## src/hdl/pwla_cfg.svh

```systemverilog
`ifndef PWLA_CFG_SVH
`define PWLA_CFG_SVH

// Width register limits and widths
`define PWLA_WIDTH_MAX 9'h1FF
`define PWLA_LIMIT_TOP 8'hFF
`define PWLA_ITMR_TOP 8'hFF

// Reverse step interval unit in system clocks
`define PWLA_REV_UNIT_CYC 7'h10

// Index of each width register in the write bundle
`define PWLA_IDX_A 0
`define PWLA_IDX_B 1
`define PWLA_IDX_C 2
`define PWLA_IDX_D 3

// Change mode encodings for trigger count and step value
`define PWLA_CHG_KEEP 2'h0
`define PWLA_CHG_DEC 2'h1
`define PWLA_CHG_INC 2'h2
`define PWLA_CHG_LOAD 2'h3

`endif

```

## src/hdl/pwla_pkg.sv

```systemverilog
package pwla_pkg;

  // Software write bundle for the four 9-bit width registers
  typedef struct packed {
    logic ext_wr;         // High byte extension write strobe
    logic ext_bit;        // Extension bit data
    logic [3:0] low_wr;   // Low byte write strobes, A..D
    logic [7:0] low_data; // Low byte data
  } pwla_wr_s;

  // Approach configuration fields
  typedef struct packed {
    logic mode_sel;         // 0 selects software approach mode
    logic enable;           // Approach enable
    logic target_sel;       // 0 targets C, 1 targets D
    logic [1:0] trig_count; // Triggers per adjustment minus one
    logic [2:0] step;       // Step value minus one
    logic [2:0] adj_times;  // Adjustments per change minus one
    logic [1:0] cnt_chg;    // Trigger count change mode
    logic [1:0] step_chg;   // Step value change mode
  } pwla_appr_cfg_s;

  // Width register A adjustment state
  typedef enum logic [2:0] {
    PWLA_ST_IDLE = 3'b001,
    PWLA_ST_REV = 3'b010,
    PWLA_ST_APPR = 3'b100
  } pwla_adj_e;

endpackage

```

## src/hdl/pwla_core.sv

```systemverilog
// Overview of operation
// (RL1) Primary limit timer runs trigger to overflow/stop
// (RL2) Primary output off after 256 minus limit
// (RL3) Secondary timer halts on overflow or stops
// (RL4) Limit timers reload on overflow and trigger
// (RL5) Load select chooses register A or B
// (RL6) Enabled comparator falling edge sets load select
// (RL7) Comparator 1 fall adds reverse step to A
// (RL8) Comparator low: step again each interval
// (RL9) Stepping ends at 1FF or comparator high
// (RL10) Approach only while comparator 1 high
// (RL11) Software mode when select is zero
// (RL12) Approach enable also sets in-progress flag
// (RL13) Software leaves A and fields during approach; software A writes still take effect then, ahead of approach steps
// (RL14) Reached flags clear until A equals target
// (RL15) A steps toward target per trigger count
// (RL16) After adjust interval, change count and step
// (RL17) Interval timer reloads and counts while running
// (RL18) Interval timer overflow raises interrupt pulse
// (RL19) Software writes extension before low byte
// (RL20) Reached interrupt needs all three enables
// (RL21) Target select 0 picks C, 1 D
// (RL22) Reached flags clear by software, never set
// (RL23) Low write merges stored extension bit
// (RL24) Reverse stepping saturates at 9-bit maximum
`timescale 1ns/10ps
`default_nettype none
`include "pwla_cfg.svh"

module pwla_core import pwla_pkg::*; (
  input wire logic mclk_in,                    // 40 MHz system clock
  input wire logic rst_n_in,                   // Synchronous reset, active low
  input wire pwla_wr_s width_wr_in,            // Width register writes
  input wire pwla_appr_cfg_s appr_cfg_in,      // Approach configuration
  input wire logic pg_trigger_in,              // Generator trigger pulse
  input wire logic pg_stop_in,                 // Generator stop pulse
  input wire logic sec_trigger_in,             // Secondary trigger pulse
  input wire logic sec_stop_in,                // Secondary stop pulse
  input wire logic primary_drive_in,           // Raw primary gate drive
  input wire logic secondary_drive_in,         // Raw secondary gate drive
  input wire logic [7:0] primary_width_limit_value_in,   // Primary limit
  input wire logic [7:0] secondary_width_limit_value_in, // Secondary limit
  input wire logic load_sel_wr_in,             // Software load select write
  input wire logic load_sel_data_in,           // Load select write data
  input wire logic [2:0] comparator_trip_output_in,     // Comparators 1, 3, 5
  input wire logic [2:0] comparator_reload_enable_in,   // Reload enables 1, 3, 5
  input wire logic [1:0] reverse_step_interval_in,      // Step interval select
  input wire logic [3:0] reverse_step_value_in,         // Reverse step size
  input wire logic reached_c_clr_in,           // Software clear of C flag
  input wire logic reached_d_clr_in,           // Software clear of D flag
  input wire logic global_interrupt_enable_in, // Global enable
  input wire logic approach_reached_int_enable_in, // Reached enable
  input wire logic multi_function_enable_in,   // Multi-function enable
  input wire logic [7:0] interval_reload_one_in, // Interval timer reload
  input wire logic interval_timer_run_in,      // Interval timer run
  output logic primary_pulse_output_out,       // Gated primary drive
  output logic secondary_pulse_output_out,     // Gated secondary drive
  output logic load_select_bit_out,            // Load source select
  output logic [8:0] load_value_out,           // Counter load value
  output logic [8:0] width_register_a_out,     // Width register A
  output logic approach_in_progress_flag_out,  // Approach running
  output logic reached_c_flag_out,             // A reached C
  output logic reached_d_flag_out,             // A reached D
  output logic reverse_active_out,             // Reverse stepping active
  output logic approach_reached_interrupt_out, // Reached interrupt
  output logic interval_timer_interrupt_out    // Interval overflow pulse
);

  logic [8:0] width_ff [4];
  logic ext_ff;
  logic half_ff;
  logic pri_exp, sec_exp;
  logic pri_out_ff, sec_out_ff;
  logic [2:0] comp_prev_ff;
  logic [2:0] comp_fall;
  logic load_sel_ff;
  logic [8:0] load_value_ff;
  pwla_adj_e st_ff, nxt_st;
  logic [6:0] rev_cnt_ff, rev_len;
  logic [9:0] rev_sum;
  logic [8:0] sat_rev;
  logic rev_step;
  logic en_prev_ff, appr_start, inprog_ff, appr_go;
  logic [8:0] target;
  logic at_target;
  logic [1:0] trig_cnt_ff, eff_cnt_ff;
  logic [2:0] adj_cnt_ff, eff_step_ff;
  logic appr_step;
  logic [3:0] step_size;
  logic [8:0] appr_next;
  logic reached_c_ff, reached_d_ff;
  logic [7:0] itmr_ff;
  logic run_prev_ff, itmr_on, itmr_ovf, itmr_int_ff;
  logic [8:0] nxt_a;
  logic comp1;

  assign comp1 = comparator_trip_output_in[0];
  assign comp_fall = comp_prev_ff & ~comparator_trip_output_in;

  // Half generator rate enable for the limit timers
  always_ff @(posedge mclk_in) begin
    if (!rst_n_in) half_ff <= 1'b0;
    else half_ff <= ~half_ff;
  end

  // (RL1) primary limit timer
  pwla_limit_timer u_pri_limit (
    .mclk_in(mclk_in), .rst_n_in(rst_n_in), .half_tick_in(half_ff),
    .start_in(pg_trigger_in), .reload_in(1'b0), .halt_in(pg_stop_in),
    .limit_in(primary_width_limit_value_in), .expired_out(pri_exp));

  // (RL3) secondary limit timer, also halted by primary stop
  pwla_limit_timer u_sec_limit (
    .mclk_in(mclk_in), .rst_n_in(rst_n_in), .half_tick_in(half_ff),
    .start_in(sec_trigger_in), .reload_in(pg_trigger_in), .halt_in(sec_stop_in || pg_stop_in),
    .limit_in(secondary_width_limit_value_in), .expired_out(sec_exp));

  // (RL2) force outputs off after limit expiry
  always_ff @(posedge mclk_in) begin
    if (!rst_n_in) begin
      pri_out_ff <= 1'b0;
      sec_out_ff <= 1'b0;
    end else begin
      pri_out_ff <= primary_drive_in && !pri_exp;
      sec_out_ff <= secondary_drive_in && !sec_exp;
    end
  end

  // Comparator history for edge detection
  always_ff @(posedge mclk_in) begin
    if (!rst_n_in) comp_prev_ff <= 3'h7;
    else comp_prev_ff <= comparator_trip_output_in;
  end

  // Load select bit, hardware set wins over software write
  always_ff @(posedge mclk_in) begin
    if (!rst_n_in) begin
      load_sel_ff <= 1'b0;
    // (RL6) enabled falling edge selects B
    end else if (|(comp_fall & comparator_reload_enable_in)) begin
      load_sel_ff <= 1'b1;
    end else if (load_sel_wr_in) begin
      load_sel_ff <= load_sel_data_in;
    end
  end

  // (RL5) counter load source
  always_ff @(posedge mclk_in) begin
    if (!rst_n_in) load_value_ff <= 9'h000;
    else load_value_ff <= load_sel_ff ? width_ff[`PWLA_IDX_B] : width_ff[`PWLA_IDX_A];
  end

  // (RL23) extension bit held for the next low byte write
  always_ff @(posedge mclk_in) begin
    if (!rst_n_in) ext_ff <= 1'b0;
    else if (width_wr_in.ext_wr) ext_ff <= width_wr_in.ext_bit;
  end

  // Registers B to D take software writes only
  genvar gi;
  generate
    for (gi = 1; gi < 4; gi++) begin : g_wreg
      always_ff @(posedge mclk_in) begin
        if (!rst_n_in) width_ff[gi] <= 9'h000;
        // (RL23) merge extension with low byte
        else if (width_wr_in.low_wr[gi]) width_ff[gi] <= {ext_ff, width_wr_in.low_data};
      end
    end
  endgenerate

  // (RL24) saturating reverse increment
  assign rev_sum = {1'b0, width_ff[`PWLA_IDX_A]} + {6'h00, reverse_step_value_in};
  assign sat_rev = rev_sum[9] ? `PWLA_WIDTH_MAX : rev_sum[8:0];
  assign rev_len = (reverse_step_interval_in == 2'h0) ? `PWLA_REV_UNIT_CYC : {reverse_step_interval_in, 5'h00} >> 1;
  // (RL8) repeat step when the interval elapses
  assign rev_step = (st_ff == PWLA_ST_REV) && !comp1 && (rev_cnt_ff == rev_len - 7'h01)
    && (width_ff[`PWLA_IDX_A] != `PWLA_WIDTH_MAX);

  // (RL11) software mode only; (RL10) comparator must be high
  assign appr_start = appr_cfg_in.enable && !en_prev_ff && !appr_cfg_in.mode_sel;
  assign appr_go = inprog_ff && appr_cfg_in.enable && !appr_cfg_in.mode_sel && comp1;
  // (RL21) target select
  assign target = appr_cfg_in.target_sel ? width_ff[`PWLA_IDX_D] : width_ff[`PWLA_IDX_C];
  assign at_target = width_ff[`PWLA_IDX_A] == target;
  // (RL15) one step per configured number of triggers
  assign appr_step = (st_ff == PWLA_ST_APPR) && comp1 && pg_trigger_in && (trig_cnt_ff == eff_cnt_ff) && !at_target;
  assign step_size = {1'b0, eff_step_ff} + 4'h1;

  // Move A toward the target without passing it
  always_comb begin
    appr_next = width_ff[`PWLA_IDX_A];
    if (width_ff[`PWLA_IDX_A] < target) begin
      appr_next = (target - width_ff[`PWLA_IDX_A] <= {5'h00, step_size}) ? target
        : width_ff[`PWLA_IDX_A] + {5'h00, step_size};
    end else if (width_ff[`PWLA_IDX_A] > target) begin
      appr_next = (width_ff[`PWLA_IDX_A] - target <= {5'h00, step_size}) ? target
        : width_ff[`PWLA_IDX_A] - {5'h00, step_size};
    end
  end

  // Adjustment state transitions
  always_comb begin
    nxt_st = st_ff;
    case (st_ff)
      PWLA_ST_IDLE: begin
        if (comp_fall[0]) nxt_st = PWLA_ST_REV;
        else if (appr_go) nxt_st = PWLA_ST_APPR;
      end
      PWLA_ST_APPR: begin
        // (RL10) drop into reverse stepping at once
        if (!comp1) nxt_st = PWLA_ST_REV;
        else if (!appr_go || at_target) nxt_st = PWLA_ST_IDLE;
      end
      PWLA_ST_REV: begin
        // (RL9) stop at maximum or comparator high
        if (comp1 || width_ff[`PWLA_IDX_A] == `PWLA_WIDTH_MAX) nxt_st = PWLA_ST_IDLE;
      end
      default: nxt_st = PWLA_ST_IDLE;
    endcase
  end

  always_ff @(posedge mclk_in) begin
    if (!rst_n_in) st_ff <= PWLA_ST_IDLE;
    else st_ff <= nxt_st;
  end

  // Reverse interval counter, disabled outside stepping
  always_ff @(posedge mclk_in) begin
    if (!rst_n_in) rev_cnt_ff <= 7'h00;
    // (RL7) start interval on falling edge
    else if (comp_fall[0] || rev_step || st_ff != PWLA_ST_REV) rev_cnt_ff <= 7'h00;
    else rev_cnt_ff <= rev_cnt_ff + 7'h01;
  end

  // Next value of width register A
  always_comb begin
    nxt_a = width_ff[`PWLA_IDX_A];
    if (width_wr_in.low_wr[`PWLA_IDX_A]) nxt_a = {ext_ff, width_wr_in.low_data};
    // (RL7) first reverse step on the falling edge
    else if (comp_fall[0] || rev_step) nxt_a = sat_rev;
    else if (appr_step) nxt_a = appr_next;
  end

  always_ff @(posedge mclk_in) begin
    if (!rst_n_in) width_ff[`PWLA_IDX_A] <= 9'h000;
    else width_ff[`PWLA_IDX_A] <= nxt_a;
  end

  // Approach in-progress flag
  always_ff @(posedge mclk_in) begin
    if (!rst_n_in) begin
      en_prev_ff <= 1'b0;
      inprog_ff <= 1'b0;
    end else begin
      en_prev_ff <= appr_cfg_in.enable;
      // (RL12) set when software enables approach
      if (appr_start) inprog_ff <= 1'b1;
      else if (!appr_cfg_in.enable || appr_cfg_in.mode_sel || (st_ff == PWLA_ST_APPR && at_target)) inprog_ff <= 1'b0;
    end
  end

  // Trigger and adjustment counters with effective count and step
  always_ff @(posedge mclk_in) begin
    if (!rst_n_in) begin
      trig_cnt_ff <= 2'h0;
      adj_cnt_ff <= 3'h0;
      eff_cnt_ff <= 2'h0;
      eff_step_ff <= 3'h0;
    end else if (appr_start) begin
      trig_cnt_ff <= 2'h0;
      adj_cnt_ff <= 3'h0;
      eff_cnt_ff <= appr_cfg_in.trig_count;
      eff_step_ff <= appr_cfg_in.step;
    end else if (appr_step) begin
      trig_cnt_ff <= 2'h0;
      adj_cnt_ff <= adj_cnt_ff + 3'h1;
      // (RL16) change count and step after the interval
      if (adj_cnt_ff == appr_cfg_in.adj_times) begin
        adj_cnt_ff <= 3'h0;
        case (appr_cfg_in.cnt_chg)
          `PWLA_CHG_DEC: if (eff_cnt_ff != 2'h0) eff_cnt_ff <= eff_cnt_ff - 2'h1;
          `PWLA_CHG_INC: if (eff_cnt_ff != 2'h3) eff_cnt_ff <= eff_cnt_ff + 2'h1;
          `PWLA_CHG_LOAD: eff_cnt_ff <= appr_cfg_in.trig_count;
          default: eff_cnt_ff <= eff_cnt_ff;
        endcase
        case (appr_cfg_in.step_chg)
          `PWLA_CHG_DEC: if (eff_step_ff != 3'h0) eff_step_ff <= eff_step_ff - 3'h1;
          `PWLA_CHG_INC: if (eff_step_ff != 3'h7) eff_step_ff <= eff_step_ff + 3'h1;
          `PWLA_CHG_LOAD: eff_step_ff <= appr_cfg_in.step;
          default: eff_step_ff <= eff_step_ff;
        endcase
      end
    end else if (st_ff == PWLA_ST_APPR && comp1 && pg_trigger_in) begin
      trig_cnt_ff <= trig_cnt_ff + 2'h1;
    end
  end

  // Reached flags: hardware set wins over software clear
  always_ff @(posedge mclk_in) begin
    if (!rst_n_in) begin
      reached_c_ff <= 1'b0;
      reached_d_ff <= 1'b0;
    // (RL14) set on equality, held clear before
    end else if (st_ff == PWLA_ST_APPR && comp1 && at_target) begin
      reached_c_ff <= !appr_cfg_in.target_sel;
      reached_d_ff <= appr_cfg_in.target_sel;
    end else if (appr_start || inprog_ff) begin
      reached_c_ff <= 1'b0;
      reached_d_ff <= 1'b0;
    end else begin
      // (RL22) software may only clear
      if (reached_c_clr_in) reached_c_ff <= 1'b0;
      if (reached_d_clr_in) reached_d_ff <= 1'b0;
    end
  end

  // (RL17) interval timer as a general timer in software mode
  assign itmr_on = interval_timer_run_in && !appr_cfg_in.mode_sel;
  assign itmr_ovf = itmr_on && run_prev_ff && (itmr_ff == `PWLA_ITMR_TOP);

  always_ff @(posedge mclk_in) begin
    if (!rst_n_in) begin
      itmr_ff <= 8'h00;
      run_prev_ff <= 1'b0;
      itmr_int_ff <= 1'b0;
    end else begin
      run_prev_ff <= itmr_on;
      // (RL18) overflow pulse
      itmr_int_ff <= itmr_ovf;
      if (!itmr_on || !run_prev_ff || itmr_ovf) itmr_ff <= interval_reload_one_in;
      else itmr_ff <= itmr_ff + 8'h01;
    end
  end

  // (RL20) reached interrupt gated by all three enables
  assign approach_reached_interrupt_out = (reached_c_ff || reached_d_ff) && global_interrupt_enable_in
    && approach_reached_int_enable_in && multi_function_enable_in;

  assign primary_pulse_output_out = pri_out_ff;
  assign secondary_pulse_output_out = sec_out_ff;
  assign load_select_bit_out = load_sel_ff;
  assign load_value_out = load_value_ff;
  assign width_register_a_out = width_ff[`PWLA_IDX_A];
  assign approach_in_progress_flag_out = inprog_ff;
  assign reached_c_flag_out = reached_c_ff;
  assign reached_d_flag_out = reached_d_ff;
  assign reverse_active_out = (st_ff == PWLA_ST_REV);
  assign interval_timer_interrupt_out = itmr_int_ff;
endmodule

`default_nettype wire

```

## src/hdl/pwla_limit_timer.sv

```systemverilog
`timescale 1ns/10ps
`default_nettype none
`include "pwla_cfg.svh"

module pwla_limit_timer import pwla_pkg::*; (
  input wire logic mclk_in,         // System clock
  input wire logic rst_n_in,        // Synchronous reset, active low
  input wire logic half_tick_in,    // Half generator rate enable
  input wire logic start_in,        // Trigger: load and run
  input wire logic reload_in,       // Reload without starting
  input wire logic halt_in,         // Stop counting
  input wire logic [7:0] limit_in,  // Limit register value
  output logic expired_out          // Width limit reached
);

  logic [7:0] cnt_ff;
  logic run_ff;
  logic expired_ff;
  logic ovf;

  assign ovf = run_ff && half_tick_in && (cnt_ff == `PWLA_LIMIT_TOP);
  assign expired_out = expired_ff;

  // Counter from limit value up to overflow
  always_ff @(posedge mclk_in) begin
    if (!rst_n_in) begin
      cnt_ff <= 8'h00;
    // (RL4) reload on trigger
    end else if (start_in || reload_in || ovf) begin
      cnt_ff <= limit_in;
    end else if (run_ff && half_tick_in) begin
      cnt_ff <= cnt_ff + 8'h01;
    end
  end

  // Run control
  always_ff @(posedge mclk_in) begin
    if (!rst_n_in) begin
      run_ff <= 1'b0;
    // (RL1) start on trigger
    end else if (start_in) begin
      run_ff <= 1'b1;
    // (RL3) halt on stops
    end else if (halt_in || ovf) begin
      run_ff <= 1'b0;
    end
  end

  // Expiry flag, cleared by the next trigger
  always_ff @(posedge mclk_in) begin
    if (!rst_n_in) begin
      expired_ff <= 1'b0;
    end else if (start_in) begin
      expired_ff <= 1'b0;
    // (RL2) limit reached
    end else if (ovf) begin
      expired_ff <= 1'b1;
    end
  end
endmodule

`default_nettype wire

```

## config.mk

```make
export PLATFORM = sky130hd
export DESIGN_NAME = pwla_core
export DESIGN_NICKNAME = d
export VERILOG_FILES = /design/src/hdl/pwla_pkg.sv /design/src/hdl/pwla_core.sv /design/src/hdl/pwla_limit_timer.sv
export VERILOG_INCLUDE_DIRS = /design/src /design/src/hdl
export SDC_FILE = /design/constraint.sdc
export NUM_CORES = 1
export LEC_CHECK = 0
export CAP_MARGIN = 20
export CORE_MARGIN = 2
export CORE_UTILIZATION = 30
export CTS_BUF_LIST = sky130_fd_sc_hd__clkbuf_8
export DETAILED_ROUTE_END_ITERATION = 12
export DONT_BUFFER_PORTS = 1
export PLACE_DENSITY = 0.54
export SETUP_SLACK_MARGIN = 0.05
export SLEW_MARGIN = 10
export SYNTH_ARGS = -nofsm -noshare
export SYNTH_HDL_FRONTEND = slang
export SYNTH_SLANG_ARGS = --single-unit
export TNS_END_PERCENT = 1
```

## constraint.sdc

```tcl
create_clock -name mclk_in -period 5.1 [get_ports mclk_in]
set_clock_uncertainty 0.1 [all_clocks]
set_input_delay 0.255 -clock mclk_in [delete_from_list [all_inputs] [get_ports mclk_in]]
set_output_delay 0.255 -clock mclk_in [all_outputs]
set_load 0.03 [all_outputs]
```

==> results.yml, run 1 <==
grt:
  grt_start_max_net_pins: 51
  grt_overflow: 0
  grt_pass1_vias: 6049
  gr-usage-all-layers_pct: 17.4
  grt_pass1_wl_mm: 33.5
  antenna_found_initial: 0
critical_path:
  cpMaxStageDelayCell: "a2111oi_0"
  r2r-start: "width_ff[0][29]$_SDFFCE_PN0P_"
  startpoint_type: "register"
  cp_max_fo: 6
  critPathBufInv: 1
  crit_end: "width_ff[0][4]$_SDFFE_PN0P_"
  required_ps: 5280
  cp.arrival_ps: 4340
  slowest_delay_ps: 440
  cp-startpoint: "width_ff[0][29]$_SDFFCE_PN0P_"
  reg2reg_to: "width_ff[0][4]$_SDFFE_PN0P_"
  crit_family: "compound AO/OA/AOI/OAI gates"
  cp-end-kind: "register"
  r2r_slack_ps: 930
  reg2reg_depth: 15
  crit_type: "register to register"
  crit_cells: 15
  cp_cell_sequence: "mux2_2 -> inv_1 -> ha_1 -> a21oi_1 -> nand2_1 -> xor2_1 -> ha_1 -> a21oi_1 -> nand3_1 -> a2111oi_0 -> and4bb_1 -> and2_0 -> nor2_1 -> a221oi_1 -> a221oi_2"
cells_and_area:
  nNetsFinal: 1006
  areaGrowthSynthToFinish_pct: 14.9
  stdcell_count: 1197
  drive_gt1_share_pct: 5.35
  n_antenna_cell: 0
yosys:
  synth_cells: 837
  synth_warnings: 0
  synth_nets: 970
  synth_edf_count: 27
  syn_avg_cell_area_um2: 8.43
  async_flop_share_pct: 0
  synthTopCellsByArea: "dfxtp_1 23%, edfxtp_1 11%, ha_1 8.2%"
  seq_area_frac_synth_pct: 34.2
  yosysTopAreaCellShare_pct: 22.7
  ys_seq_elements: 107
  yosys.area.top_type: "dfxtp_1"
  ys_types: 74
  ys.flop_type: "dfxtp_1"
  syn-cell-area_mm2: 0.00706
power:
  swShare_pct: 36.1
  clock_power_share_pct: 23.9
  switchingPower_uw: 789
  seqPwrFrac_pct: 44.6
  power.density_mw_per_mm2: 270
  power.combinational.fraction_pct: 31.4
  ir_worst_vdd_v: 0.000126
  internal-power_uw: 1400
  p_leak_uw: 0.00320
floorplanning:
  rows: 56
  core-area_mm2: 0.0233
  fp.dieW_um: 157
  die_y_um: 157
  ioPinCount: 108
  die_area_mm2: 0.0248
  initial_core_util_pct: 30.3
sta:
  slew_headroom_pct: 31.9
  max_freq_mhz: 240
  hold_viol: 0
  finalSetupViolCount: 0
  fin_crit_ps: 4170
  worst_slew_pin_slew_ps: 1020
  rsz0062_at_grt: "false"
  slew_violations: 0
  finalSetupTns_ps: 0
  fin_crit_sh_pct: 81.7
clocking:
  numCtsBuffers: 9
  cts_sinks: 107
  insertion_delay_ps: 400
  htree_levels: 3
  path_clk_slew_ps: 110
  cts_buffer_depth: 2
  cts_root_buffer: "clkbuf_8"
  tritoncts: "done"
placement:
  dp_hpwl_mm: 15.4
  place_congestion: 0.832
  portBuffers: 0
  placedCellCount: 1123
drt:
  drtIter0Drc: 400
  routed.top_layer: "met4"
  met1_length_mm: 9.57
  routed_wl_mm: 21.2
  drc_errors: 0
  avgViaCountPerCell: 5.22
  wl_met3_mm: 1.50
  met2_wirelength_mm: 9.76
  wl_per_cell_um: 17.7
  dr.pass1.iters: 5
  antenna_left: 0
  vias: 6249
run:
  cap_viol_max_count: 0
outcome:
  status: "complete, no violations"
min_path:
  hold_class: "input port to register"
through the flow:
stage	util [%]	power, uW	hold WS (ps)	setup WS (ps)	area (um2)
finish	34.9	2190	26.8	935	8110
global route	34.9	2330	18.4	595	8110
CTS	34.8	2210	5.13	923	8090
detailed placement	31.5	1630	231	955	7320
global placement	31.5	1630	230	1040	7320
floorplan	-	1500	228	1040	7060
how the worst min path moves through the flow:
stage                               from                                   end  cells past startpoint
after global placement    sec_trigger_in  u_sec_limit.expired_out$_SDFFE_PP0P_                      1
final                     appr_cfg_in[1]           eff_step_ff[2]$_SDFFE_PN0P_                      3
after CTS                 appr_cfg_in[1]           eff_step_ff[2]$_SDFFE_PN0P_                      3
after global routing      appr_cfg_in[1]           eff_step_ff[2]$_SDFFE_PN0P_                      3
after floorplan           sec_trigger_in  u_sec_limit.expired_out$_SDFFE_PP0P_                      1
after detailed placement  sec_trigger_in  u_sec_limit.expired_out$_SDFFE_PP0P_                      1
cell type report:
class | instances | area, um2
fillers | 2493 | 15200
multi-input cells | 641 | 4260
flip-flops and latches | 107 | 2410
repair buffers | 69 | 683
well taps | 319 | 399
inverters | 45 | 169
clock buffers | 9 | 124
clock inverters | 7 | 66.3
sequential cells by signal, summed over array words and instances, names as in the netlist, 2 cells and up:
register,count
comp_prev_ff,3
rev_cnt_ff,7
st_ff,3
load_value_out,9
eff_cnt_ff,2
adj_cnt_ff,3
width_ff,36
itmr_ff,8
u_sec_limit.cnt_ff,8
eff_step_ff,3
u_pri_limit.cnt_ff,8
trig_cnt_ff,2
cells by family (layout without fill, tap and decap cells):
logic type      after synthesis  count (layout)  synth area share (%)
compound gates              209             209                  19.2
fa+ha+maj                    52              52                  9.86
simple gates                316             316                  22.6
flops                       107             107                  34.2
xor+xnor                     36              36                  4.47
buf+inv                      89             130                  5.48
mux                          28              28                  4.26
worst reg2reg max path: stages (launching register included):
cell	delay, ps
edfxtp_1	380
mux2_2	320
inv_1	70
ha_1	260
a21oi_1	330
nand2_1	110
xor2_1	150
ha_1	330
a21oi_1	140
nand3_1	90
a2111oi_0	440
and4bb_1	360
and2_0	360
nor2_1	140
a221oi_1	340
a221oi_2	120
repair_timing:
item / CTS / global route
buffers inserted: 0 / 0
resized for setup: 0 / 0
hold buffers: 57 / 0
endpoints found under the hold margin: 79 / 0
power groups by stage:
stage                     registers (uW)  logic (uW)  clock network (uW)
after floorplan                      986         509                   0
after global placement               996         633                   0
after detailed placement             997         633                   0
after CTS                            977         687                 546
after global routing                 986         772                 576
final                                977         688                 524
cells in the mapped netlist (14+ instances only):
cell type and instances:
a211oi_1 21, a21oi_1 76, and3_1 38, clkbuf_1 30
dfxtp_1 80, edfxtp_1 27, ha_1 46, inv_1 45
mux2i_1 21, nand2_1 50, nand2b_1 15, nand3_1 29
nor2_1 104, nor3_1 16, o21ai_0 29, xnor2_1 22
xor2_1 14
layout by cell type, fill, tap and decap left out, drive strengths merged, types with 15 or more instances in the layout:
master       instances
nand2b              15
nor3                16
o21ai               30
and3                38
a211oi              21
xnor2               22
dlygate4sd3         56
a21oi               77
nand3               29
nand2               51
edfxtp              27
inv                 49
mux2i               22
ha                  46
nor2               104
dfxtp               80
routing by layer:
metal,vias up,global-route usage [%]
met5,-,0
met4,0,4.29
met3,21,4.54
met2,194,27.6
met1,2946,23.6
li1,3088,-
Note: power is estimated with default switching activity, not from simulation.
==> run 2: changes to the inputs <==
- PLACE_DENSITY: 0.54 -> 0.55
- clock period: 5.1 -> 3.81 ns (I/O delays scaled with it)
==> run 2 against run 1 <==
Against the previous run:
- total power rose by 40%
- largest power group unchanged
- largest cell class unchanged
- first-iteration DRC count shrank 7.2%
- utilization up 2.0 points
- cell count is 3.5% higher
- flip-flop and latch count stayed put
==> results.yml, run 2 (synthesis gave the netlist of run 1 again) <==
sta:
  finalSetupViolCount: 0
  fin_crit_ps: 3660
  finalSetupTns_ps: 0
  hold_viol: 0
  rsz0062_at_grt: "true"
  fin_crit_sh_pct: 96.2
  max_freq_mhz: 273
  worst_slew_pin_slew_ps: 993
  slew_headroom_pct: 33.7
  slew_violations: 0
cells_and_area:
  nNetsFinal: 1048
  fin_area_mm2: 0.00859
  largest_register_ffs: 36
  final_cell_mix: "102 x nor2_1, 79 x dfxtp_1, 73 x a21oi_1"
  drive_gt1_share_pct: 11.2
  final_common_cell: "nor2_1"
  n_antenna_cell: 0
  largest-register: "width_ff"
  final_util_pct: 36.9
  stdcell_count: 1239
  areaGrowthSynthToFinish_pct: 21.7
  fillers: 2458
placement:
  portBuffers: 0
  place_congestion: 0.878
  placed_area_mm2: 0.00748
  dp_hpwl_mm: 16.0
  placedCellCount: 1144
drt:
  drc_errors: 0
  drtIter0Drc: 371
  dr.pass1.iters: 5
  avgViaCountPerCell: 5.24
  vias: 6497
  wl_per_cell_um: 17.7
  antenna_left: 0
  routed_wl_mm: 22.0
grt:
  grt_pass1_vias: 6235
  grt_overflow: 0
  grt_start_max_net_pins: 51
  gr-usage-all-layers_pct: 17.6
  grt_pass1_wl_mm: 33.9
  antenna_found_initial: 1
floorplanning:
  die_y_um: 157
  rows: 56
  fp.dieW_um: 157
  initial_core_util_pct: 30.3
  die_area_mm2: 0.0248
  ioPinCount: 108
  core-area_mm2: 0.0233
critical_path:
  cp_max_fo: 5
  startpoint_type: "register"
  crit_type: "register to register"
  required_ps: 4010
  cp-end-kind: "register"
  cp.arrival_ps: 3860
clocking:
  htree_levels: 3
  path_clk_slew_ps: 110
  cts_root_buffer: "clkbuf_8"
  cts_sinks: 107
  cts_buffer_depth: 2
  insertion_delay_ps: 390
  tritoncts: "done"
  numCtsBuffers: 9
power:
  p_leak_uw: 0.00340
  ir_worst_vdd_v: 0.000258
  p_total_uw: 3060
  power.density_mw_per_mm2: 357
run:
  cap_viol_max_count: 0
min_path:
  hold_class: "input port to register"
outcome:
  status: "complete, no violations"
-- run 2: changes by cell type in the layout (fill, tap and decap cells not counted), moves of 4 or more --
cell and delta:
dlygate4sd3_1 +12, ha_2 +4, ha_1 -7, buf_4 +29
-- run 2: critical path, stage by stage, from the launching register on --
cell	delay (ps)
edfxtp_1	350
mux2_4	200
inv_4	60
buf_4	120
buf_4	120
fa_2	380
xor2_1	180
ha_1	310
nand4b_1	130
nand3_2	120
a2111oi_4	360
and4bb_2	320
nand2_2	90
mux2i_4	210
buf_6	160
a221oi_2	70
a221oi_2	290
-- run 2: final timing paths --
path,start,to,slack [ps],depth (start not counted)
min reg2reg,en_prev_ff$_SDFF_PN0_,approach_in_progress_flag_out$_SDFFE_PN0P_,330,1
min,rst_n_in,rev_cnt_ff[0]$_SDFF_PP0_,20,2
max reg2reg,width_ff[0][19]$_SDFFCE_PN0P_,width_ff[0][4]$_SDFFE_PN0P_,150,16
max,width_ff[0][19]$_SDFFCE_PN0P_,width_ff[0][4]$_SDFFE_PN0P_,150,16
-- run 2: timing repair --
| action | CTS | global route |
|---|---|---|
| hold endpoints to repair | 85 | 0 |
| gates resized for setup | 4 | 34 |
| setup buffers | 1 | 8 |
| pin swaps | 1 | 16 |
| hold buffers | 69 | 0 |
| setup endpoints to repair | 3 | 10 |
-- run 2: final cells by class --
class,instances,area [um2],area share (%)
well taps,319,399,4.65
repair buffers,111,1020,11.9
flip-flops and latches,107,2410,28.1
clock buffers,9,124,1.44
multi-input cells,641,4410,51.3
clock inverters,7,50.0,0.583
inverters,45,171,2.00
-- run 2: where the power goes --
group,total [uW],switching (uW),leakage [uW],internal (uW)
Combinational,1090,609,0.00236,483
Clock,663,421,0.0000878,242
Sequential,1310,72.1,0.000950,1230
Total,3060,1100,0.00340,1960
-- run 2: per-layer routing --
layer	global-route usage, %	part of all wire (%)
met5	0	0
met4	7.01	2.8
met3	3.77	6.7
met1	21.7	43
met2	29.7	48
-- run 2: metrics by stage --
step | hold WS [ps] | setup WS [ps]
detailed placement | 167 | 13.2
finish | 15.2 | 146
floorplan | 163 | 69.5
global route | 24.1 | 35.2
CTS | 3.46 | 47.4
global placement | 167 | 17.3
